## config.mk

```make
export PLATFORM = sky130hd
export DESIGN_NAME = irr_receiver
export DESIGN_NICKNAME = d
export VERILOG_FILES = /design/src/irr_pkg.sv /design/src/irr_receiver.sv
export SDC_FILE = /design/constraint.sdc
export NUM_CORES = 1
export LEC_CHECK = 0
export ABC_AREA = 1
export BUFFER_PORTS_ARGS = -buffer_cell sky130_fd_sc_hd__buf_2
export CAP_MARGIN = 20
export CORE_MARGIN = 2
export CORE_UTILIZATION = 40
export CTS_BUF_LIST = sky130_fd_sc_hd__clkbuf_16
export DETAILED_ROUTE_END_ITERATION = 12
export PLACE_DENSITY = 0.62
export SLEW_MARGIN = 5
export SYNTH_ARGS = -nofsm -noshare
export SYNTH_HDL_FRONTEND = slang
export SYNTH_SLANG_ARGS = --single-unit
```

## constraint.sdc

```tcl
create_clock -name pclk -period 3.6 [get_ports pclk]
set_input_delay 0.54 -clock pclk [delete_from_list [all_inputs] [get_ports pclk]]
set_output_delay 0.54 -clock pclk [all_outputs]
set_load 0.02 [all_outputs]
```

## src/irr_pkg.sv

```systemverilog
// Constants, types and register map of the infrared remote-control receiver.
// Assumes a 50 MHz pclk that also serves as the instruction cycle clock.
package irr_pkg;

	// ----------------------------------------------------------------
	// Register indices (byte address is four times the index)
	// ----------------------------------------------------------------
	localparam int ADDR_W = 18;
	localparam logic [15:0] IDX_CTRL = 16'hFEC7;
	localparam logic [15:0] IDX_INTC = 16'hFEC8;
	localparam logic [15:0] IDX_SHIFT = 16'hFEC9;
	localparam logic [15:0] IDX_DATA = 16'hFECA;
	localparam logic [15:0] IDX_CTPR = 16'hFECB;
	localparam logic [15:0] IDX_DIR = 16'hFECF;

	// ----------------------------------------------------------------
	// Field positions
	// ----------------------------------------------------------------
	localparam int CTRL_RUN = 7;
	localparam int CTRL_POL = 3;
	localparam int DIR_BIT = 7;
	localparam int HOLD_BIT = 3;
	localparam int F_GUIDE = 7;
	localparam int F_ERR = 5;
	localparam int F_FULL = 3;
	localparam int F_END = 1;
	localparam logic [7:0] INTC_FLAGS = 8'hAA;
	localparam logic [7:0] INTC_ENS = 8'h55;
	localparam logic [7:0] RESET_BYTE = 8'h00;

	// ----------------------------------------------------------------
	// Format and reference clock codes
	// ----------------------------------------------------------------
	localparam logic [2:0] FMT_A = 3'h0;
	localparam logic [2:0] FMT_B = 3'h1;
	localparam logic [2:0] FMT_C = 3'h2;
	localparam logic [2:0] FMT_D = 3'h3;
	localparam logic [2:0] FMT_E = 3'h4;
	localparam logic [2:0] REF_SUB = 3'h6;
	localparam logic [2:0] REF_ONE = 3'h7;
	localparam logic [6:0] REF_BASE = 7'h04;
	localparam logic [5:0] PPM_BASE = 6'h04;
	localparam logic [5:0] MAN_BASE = 6'h02;

	// ----------------------------------------------------------------
	// Fixed pulse criteria, in pulse-width counter ticks (lo <= w < hi)
	// ----------------------------------------------------------------
	localparam logic [4:0] GUIDE_LO = 5'h08;
	localparam logic [4:0] GUIDE_HI = 5'h18;
	localparam logic [4:0] D0_LO = 5'h02;
	localparam logic [4:0] D0_HI = 5'h06;
	localparam logic [4:0] D1_LO = 5'h06;
	localparam logic [4:0] D1_HI = 5'h0C;
	localparam logic [4:0] END_W = 5'h0D;
	localparam logic [4:0] PWC_MAX = 5'h1F;

	typedef enum logic [2:0] {ST_STOP, ST_IDLE, ST_GUIDE, ST_DATA, ST_HOLD} irr_state_e;

	// Whole state of the receiver
	typedef struct packed {
		logic [7:0] ctrl;
		logic [7:0] intc;
		logic [7:0] sft;
		logic [7:0] rdt;
		logic [1:0] gpr;
		logic [1:0] dpr;
		logic dir;
		logic [2:0] bcnt;
		irr_state_e st;
		logic [6:0] div;
		logic [4:0] presc;
		logic [4:0] pwc;
		logic [2:0] samp;
		logic filt;
		logic half_pend;
		logic pready;
		logic pslverr;
		logic [31:0] prdata;
		logic irq;
		logic wake;
	} irr_state_s;

endpackage : irr_pkg

```

## src/irr_receiver.sv

```systemverilog
// Infrared remote-control receiver: APB registers, noise filter, prescalers,
// PPM and Manchester bit decoding, shift and data registers, event flags.
// Assumes ir_in and subclk_tick are synchronous to pclk.
//
// The APB slave port was chosen for this implementation.
`timescale 1ns/1ps

// Contract
// - Run bit 0 keeps receiver stopped; 1 starts it waiting for input.
// - Format field picks guide type, PPM or Manchester, stop bit, five codes; the code decodes no stop bit in any format.
// - Polarity bit 0 positive phase, 1 negative; levels read accordingly.
// - Input already active at start counts as a detected start edge.
// - Reference clock field selects 4..128 cycles, subclock, or one cycle.
// - In standby only subclock reference keeps running; otherwise receiver halts.
// - Guide flag set on valid guide in formats 0, 1, 4 only.
// - Four flags stay set until software clears them.
// - Any flag with its enable raises interrupt and standby release.
// - Data error flag set when received data checking fails.
// - Receive end flag set on the format's end condition.
// - Every eighth bit copies shift to data register and sets byte-full.
// - Shift register cleared on stop, guide, first edge, and transfer.
// - Three-bit counter counts decoded bits; leftover count at end.
// - Bit counter cleared on stop, valid guide, or first edge.
// - Low four bits of counter/prescale register are read-only.
// - Formats 0-2 prescale selects give 4, 8, 16, 32.
// - Formats 3-4 prescale selects give 2, 4, 8, 16.
// - End sets suspend; shift read or run clear resumes reception.
// - Formats 2 and 3 ignore the guide prescale select.
// - Direction bit 0 loads LSB first, 1 loads MSB first.
// - Input accepted only after four equal reference-clock samples.
// - Five-bit prescaler ticks pulse-width counter per division count.
module irr_receiver (
	input wire logic pclk,
	input wire logic presetn,
	input wire logic [irr_pkg::ADDR_W-1:0] paddr,
	input wire logic psel,
	input wire logic penable,
	input wire logic pwrite,
	input wire logic [31:0] pwdata,
	output logic [31:0] prdata,
	output logic pready,
	output logic pslverr,
	input wire logic ir_in,
	input wire logic subclk_tick,
	input wire logic xtal_standby,
	output logic irq,
	output logic standby_release
);
	import irr_pkg::*;

	// ----------------------------------------------------------------
	// Helper functions
	// ----------------------------------------------------------------

	// Last count of the pulse-width prescaler for a format and select
	function automatic logic [4:0] presc_max(input logic [2:0] fmt, input logic [1:0] sel);
		logic [5:0] cnt;
		cnt = ((fmt == FMT_D) || (fmt == FMT_E)) ? (MAN_BASE << sel) : (PPM_BASE << sel);
		return 5'(cnt - 6'h01);
	endfunction : presc_max

	// Width falls inside a half-open window
	function automatic logic in_win(input logic [4:0] w, input logic [4:0] lo,
		input logic [4:0] hi);
		return (w >= lo) && (w < hi);
	endfunction : in_win

	irr_state_s r, n;
	logic run, halted, ref_tick, ptick, act_old, act_new, rise, fall, edge_any;
	logic meas, bit_ok, bit_val, guide_set, err_set, full_set, end_set;
	logic acc, in_guide_mode;
	logic [2:0] fmt, cks;
	logic [7:0] sft_new;
	logic [15:0] idx;

	assign prdata = r.prdata;
	assign pready = r.pready;
	assign pslverr = r.pslverr;
	assign irq = r.irq;
	assign standby_release = r.wake;
	assign idx = paddr[ADDR_W-1:2];

	// ----------------------------------------------------------------
	// Next-state logic
	// ----------------------------------------------------------------

	// All behaviour in one pass; APB effects applied after the decoder
	always_comb begin
		n = r;
		run = r.ctrl[CTRL_RUN];
		fmt = r.ctrl[6:4];
		cks = r.ctrl[2:0];
		halted = xtal_standby && (cks != REF_SUB);
		ref_tick = 1'b0;
		ptick = 1'b0;
		meas = 1'b0;
		bit_ok = 1'b0;
		bit_val = 1'b0;
		guide_set = 1'b0;
		err_set = 1'b0;
		full_set = 1'b0;
		end_set = 1'b0;
		sft_new = r.sft;
		act_old = r.filt ^ r.ctrl[CTRL_POL];
		act_new = act_old;
		rise = 1'b0;
		fall = 1'b0;
		edge_any = 1'b0;
		in_guide_mode = 1'b0;
		acc = psel && penable && r.pready;
		if (!run) begin
			// Stopping wipes the receive state; filter parks at the idle level
			n.st = ST_STOP;
			n.sft = RESET_BYTE;
			n.bcnt = 3'h0;
			n.div = 7'h00;
			n.presc = 5'h00;
			n.pwc = 5'h00;
			n.samp = {3{r.ctrl[CTRL_POL]}};
			n.filt = r.ctrl[CTRL_POL];
			n.half_pend = 1'b0;
		end else if (!halted) begin
			// Reference clock divider, counted in instruction cycles
			unique case (cks)
				REF_SUB: ref_tick = subclk_tick;
				REF_ONE: ref_tick = 1'b1;
				default: begin
					if (r.div == 7'((REF_BASE << cks) - 7'h01)) begin
						n.div = 7'h00;
						ref_tick = 1'b1;
					end else begin
						n.div = r.div + 7'h01;
					end
				end
			endcase
			// Four equal samples in a row before a level is believed
			if (ref_tick) begin
				n.samp = {r.samp[1:0], ir_in};
				if ((r.samp == {3{ir_in}}) && (ir_in != r.filt)) begin
					n.filt = ir_in;
				end
			end
			act_new = n.filt ^ r.ctrl[CTRL_POL];
			rise = act_new && !act_old;
			fall = !act_new && act_old;
			edge_any = rise || fall;
			// Guide prescale applies only while hunting a guide pulse
			in_guide_mode = ((r.st == ST_IDLE) || (r.st == ST_GUIDE))
				&& (fmt != FMT_C) && (fmt != FMT_D);
			if (ref_tick) begin
				if (r.presc >= presc_max(fmt, in_guide_mode ? r.gpr : r.dpr)) begin
					n.presc = 5'h00;
					ptick = 1'b1;
				end else begin
					n.presc = r.presc + 5'h01;
				end
			end
			if (ptick && (r.pwc != PWC_MAX)) begin
				n.pwc = r.pwc + 5'h01;
			end
			unique case (r.st)
				ST_STOP: begin
					n.st = ST_IDLE;
					n.pwc = 5'h00;
				end
				ST_IDLE: begin
					if (rise) begin
						n.pwc = 5'h00;
						n.presc = 5'h00;
						if ((fmt == FMT_C) || (fmt == FMT_D)) begin
							// No guide: the first edge opens the frame
							n.sft = RESET_BYTE;
							n.bcnt = 3'h0;
							n.half_pend = 1'b0;
							n.st = ST_DATA;
						end else begin
							n.st = ST_GUIDE;
						end
					end
				end
				ST_GUIDE: begin
					// Half-clock guide ends on the fall, clock guides on next rise
					meas = (fmt == FMT_A) ? fall : rise;
					if (meas) begin
						n.pwc = 5'h00;
						n.presc = 5'h00;
						if (in_win(r.pwc, GUIDE_LO, GUIDE_HI)) begin
							guide_set = 1'b1;
							n.sft = RESET_BYTE;
							n.bcnt = 3'h0;
							n.half_pend = 1'b0;
							n.st = ST_DATA;
						end else begin
							n.st = rise ? ST_GUIDE : ST_IDLE;
						end
					end else if (r.pwc >= GUIDE_HI) begin
						n.st = ST_IDLE;
					end
				end
				ST_DATA: begin
					if ((fmt == FMT_D) || (fmt == FMT_E)) begin
						meas = edge_any;
					end else begin
						meas = (fmt == FMT_A) ? fall : rise;
					end
					if (meas) begin
						n.pwc = 5'h00;
						n.presc = 5'h00;
						if ((fmt == FMT_D) || (fmt == FMT_E)) begin
							// Manchester: a full interval or two halves give one bit
							if (in_win(r.pwc, D1_LO, D1_HI)) begin
								bit_ok = !r.half_pend;
								err_set = r.half_pend;
							end else if (in_win(r.pwc, D0_LO, D0_HI)) begin
								bit_ok = r.half_pend;
								n.half_pend = !r.half_pend;
							end else begin
								err_set = 1'b1;
							end
							bit_val = act_new;
						end else if (in_win(r.pwc, D0_LO, D0_HI)) begin
							bit_ok = 1'b1;
							bit_val = 1'b0;
						end else if (in_win(r.pwc, D1_LO, D1_HI)) begin
							bit_ok = 1'b1;
							bit_val = 1'b1;
						end else begin
							err_set = 1'b1;
						end
						if (err_set) begin
							n.st = ST_IDLE;
						end
					end else if (r.pwc >= END_W) begin
						end_set = 1'b1;
						n.st = ST_HOLD;
					end
					if (bit_ok) begin
						sft_new = r.dir ? {r.sft[6:0], bit_val} : {bit_val, r.sft[7:1]};
						n.bcnt = r.bcnt + 3'h1;
						if (r.bcnt == 3'h7) begin
							n.rdt = sft_new;
							n.sft = RESET_BYTE;
							full_set = 1'b1;
						end else begin
							n.sft = sft_new;
						end
					end
				end
				ST_HOLD: begin
					n.pwc = 5'h00; // Input ignored while suspended
				end
			endcase
		end
		// APB write and read side effects at the completing edge
		if (acc && pwrite && (paddr[1:0] == 2'b00)) begin
			unique case (idx)
				IDX_CTRL: n.ctrl = pwdata[7:0];
				IDX_INTC: begin
					// Flags can only be cleared by software
					n.intc = (pwdata[7:0] & INTC_ENS) | (r.intc & pwdata[7:0] & INTC_FLAGS);
				end
				IDX_CTPR: begin
					n.gpr = pwdata[7:6];
					n.dpr = pwdata[5:4];
				end
				IDX_DIR: n.dir = pwdata[DIR_BIT];
				default: n.ctrl = n.ctrl;
			endcase
		end
		if (acc && !pwrite && (idx == IDX_SHIFT) && (paddr[1:0] == 2'b00)
			&& (n.st == ST_HOLD)) begin
			n.st = ST_IDLE;
		end
		// Hardware sets win over a simultaneous software clear
		n.intc[F_GUIDE] = n.intc[F_GUIDE] | guide_set;
		n.intc[F_ERR] = n.intc[F_ERR] | err_set;
		n.intc[F_FULL] = n.intc[F_FULL] | full_set;
		n.intc[F_END] = n.intc[F_END] | end_set;
		n.irq = |(n.intc & INTC_FLAGS & {n.intc[6:0], 1'b0});
		n.wake = n.irq;
		// Registered answer: one wait cycle in every access phase
		n.pready = psel && penable && !r.pready;
		n.pslverr = 1'b0;
		n.prdata = 32'h0000_0000;
		if (n.pready) begin
			unique case (paddr[1:0] == 2'b00 ? idx : 16'h0000)
				IDX_CTRL: n.prdata[7:0] = r.ctrl;
				IDX_INTC: n.prdata[7:0] = r.intc;
				IDX_SHIFT: n.prdata[7:0] = r.sft;
				IDX_DATA: n.prdata[7:0] = r.rdt;
				IDX_CTPR: n.prdata[7:0] = {r.gpr, r.dpr, r.st == ST_HOLD, r.bcnt};
				IDX_DIR: n.prdata[DIR_BIT] = r.dir;
				default: n.pslverr = 1'b1;
			endcase
		end
	end

	// ----------------------------------------------------------------
	// State register
	// ----------------------------------------------------------------

	// Single register of the whole state
	always_ff @(posedge pclk or negedge presetn) begin
		if (!presetn) begin
			r <= '{default: '0, st: ST_STOP};
		end else begin
			r <= n;
		end
	end
endmodule : irr_receiver

```

==> flow_summary.json <==
{
  "fmaxAchievable_mhz": 293.5,
  "placed_cells": 819,
  "powerDensity_mw_per_mm2": 333.8,
  "slew_violations": 0,
  "viasPerCell": 5.168,
  "netlist_area_mm2": 0.004906,
  "design_area_mm2": 0.005557,
  "antenna_found_initial": 0,
  "dr.pass1.iters": 6,
  "peakVddDrop_mv": 0.2092,
  "clockBufferDepth": 2,
  "place_area_mm2": 0.005167,
  "die_h_um": 114.7,
  "die-area_mm2": 0.01317,
  "worstPathRequired_ps": 3840,
  "relSlewSlack": 0.3509,
  "outcome": "finished, final reports clean",
  "fin_nets": 764,
  "setup-tns-final_ps": 0,
  "path_max_fanout": 7,
  "drive_above_1_share": 0.1783,
  "cp.arrival_ps": 3640,
  "initial_utilization": 0.4084,
  "synth-edff-count": 0,
  "finalCriticalPeriod_ps": 3407,
  "r2r_slack_ps": 190,
  "synthFlopType": "dfrtp_1",
  "core-area_mm2": 0.01201,
  "r2r_cells": 26,
  "cts_root_buffer": "clkbuf_16",
  "async_flop_share": 1.000,
  "hold_viol": 0,
  "numCtsBuffers": 9,
  "port_buffers": 45,
  "drt_iter0_markers": 285,
  "setup_slack_ps": 193.2,
  "fin_cells": 837,
  "dieWidth_um": 114.7,
  "worstSetupPathType": "reg2reg",
  "worst_pin_slew_ps": 973.7,
  "grt_pass1_vias": 4080,
  "r2r_start": "cks[0]",
  "cts_tree": "built",
  "synth_cell_types": 51,
  "grt.overflow.total": 0,
  "finClkSkew_ps": 6.858,
  "grt_pass1_wl_um": 19490,
  "ant_nets": 0,
  "power.leakage_nw": 2.695,
  "grt.total_usage": 0.1873,
  "area.growth.synth_to_final_pct": 13.26,
  "routabilityCongestion": 0.9087,
  "ys_ff_latch": 76,
  "period_share": 0.9463,
  "rsz0062_at_grt": "true",
  "clkTransAtPathRegs_ps": 60,
  "cts_max_level": 3,
  "ys_warn_count": 0,
  "min_path_type": "in2async",
  "dp_hpwl_um": 8918,
  "rows": 40,
  "pre_cts_ws_ps": 35.46,
  "hold_buffers": 0,
  "io_pins": 94,
  "avgSynthCellArea_um2": 7.702,
  "setup_viol": 0,
  "drc": 0,
  "finalWirelength_um": 11890,
  "yosysSeqAreaShare": 0.3877,
  "rr_endpoint": "r[60]",
  "grt_max_degree": 77,
  "wl_per_cell_um": 14.20,
  "clk_latency_ps": 340,
  "clock_sinks": 76,
  "drv_cap": 0,
  "syn_inst": 637,
  "start_kind": "flop",
  "crit_path_end_kind": "flop",
  "antenna_cells": 0,
  "vias": 4326
}
metal layers:
layer / GRT usage / wire (um) / vias to the layer above
li1: - / - / 2137
met1: 0.2555 / 5496 / 2042
met2: 0.2994 / 5511 / 132
met3: 0.04586 / 719 / 15
met4: 0.05141 / 159 / 0
met5: 0 / 0 / -
worst max-delay path by stage:
stage                       from    end  slack (ps)
final                     cks[0]  r[60]         190
after global routing      cks[0]  r[60]        -100
after CTS                 cks[1]  r[60]           3
after detailed placement  cks[1]  r[60]          40
after global placement    cks[1]  r[49]         110
after floorplan           cks[1]  r[45]         460
cell usage after synthesis, types with 9 or more instances:
| library cell | n | area share |
|---|---|---|
| nand2_1 | 141 | 0.11 |
| xor2_1 | 9 | 0.016 |
| nand4_1 | 12 | 0.015 |
| inv_1 | 80 | 0.061 |
| ha_1 | 21 | 0.054 |
| a21oi_1 | 28 | 0.029 |
| nand3_1 | 35 | 0.036 |
| dfrtp_1 | 76 | 0.39 |
| o21ai_1 | 34 | 0.035 |
| o21ai_0 | 34 | 0.035 |
| nor2_1 | 45 | 0.034 |
| buf_4 | 34 | 0.052 |
placed cells by master (no fill, tap or decap), types with 24 or more instances in the layout:
cell type  count
o21ai_1       33
a21oi_1       27
nand2_1      139
dfrtp_1       74
o21ai_0       32
buf_2         44
conb_1        24
nand3_1       33
nor2_1        44
inv_1         79
kinds of logic (layout without fill, tap and decap cells):
logic type                 after synthesis  in the layout  synth area share
and+or+nand+nor                        267            267            0.2464
buffers and inverters                  129            159            0.1273
AOI/OAI and AO/OA                      125            125            0.1497
DFF                                     76             76            0.3877
adders and majority gates               21             21           0.05356
xor gates and xnor gates                10             10           0.01785
muxes                                    8              8           0.01683
other                                    1             24         0.0007644
cell type report:
cell class                      count  area, um2
Inverter                           90      342.8
Clock buffer                        9      225.2
Timing Repair Buffer               53      287.8
Multi-Input combinational cell    455       2546
Sequential cell                    76       1904
Fill cell                        1171       6455
Clock inverter                      7      66.31
Tap cell                          147      183.9
state kept, by name (all words and copies together), names as in the netlist:
signal and cells:
cks 3, fmt 3, prdata 8, pready 1, pslverr 1, r 59, standby_release 1
per-stage QoR:
| step | hold WS (ps) | utilization | total power, W |
|---|---|---|---|
| 6_report | 358.5 | 0.4626 | 0.001855 |
| 3_3_place_gp | 466.7 | 0.4302 | 0.0009506 |
| 2_1_floorplan | 244.4 | - | 0.0009282 |
| 3_5_place_dp | 469.8 | 0.4302 | 0.0009515 |
| 4_1_cts | 401.2 | 0.4545 | 0.001867 |
| 5_1_grt | 435.1 | 0.4626 | 0.001914 |
worst max-delay path, stage by stage (launching register included):
cell      delay (ps)
dfrtp_2          440
nor2_4           150
nand2_2           70
ha_1             310
inv_1             60
nand2_1           40
nand2_1           60
nand3_1           90
nor2_2           100
nand2_2           90
o21bai_4         150
nand2_4          110
nand2_2           90
nand3_2           90
nand2_2          140
inv_2             50
ha_1             180
inv_1             60
nor2_2            50
a21oi_2          150
o21ai_0          150
a22oi_1          190
nand2_1          100
o21ai_2          180
nand3_1           90
nand2_1           80
inv_1             40
timing repair:
| action | CTS | global route |
|---|---|---|
| gates resized for setup | 0 | 23 |
| endpoints found under the hold margin | 0 | 0 |
| setup endpoints to repair | 0 | 32 |
| setup buffers | 0 | 2 |
power by group:
group / internal [W] / switching (W) / leakage (nW) / total [W]
logic: 0.0000180 / 0.0000613 / 1.50 / 0.0000792
clock network: 0.000534 / 0.000386 / 0.141 / 0.000920
registers: 0.000855 / 0.000000545 / 1.06 / 0.000856
No activity file was read; power rests on OpenSTA's default activity.
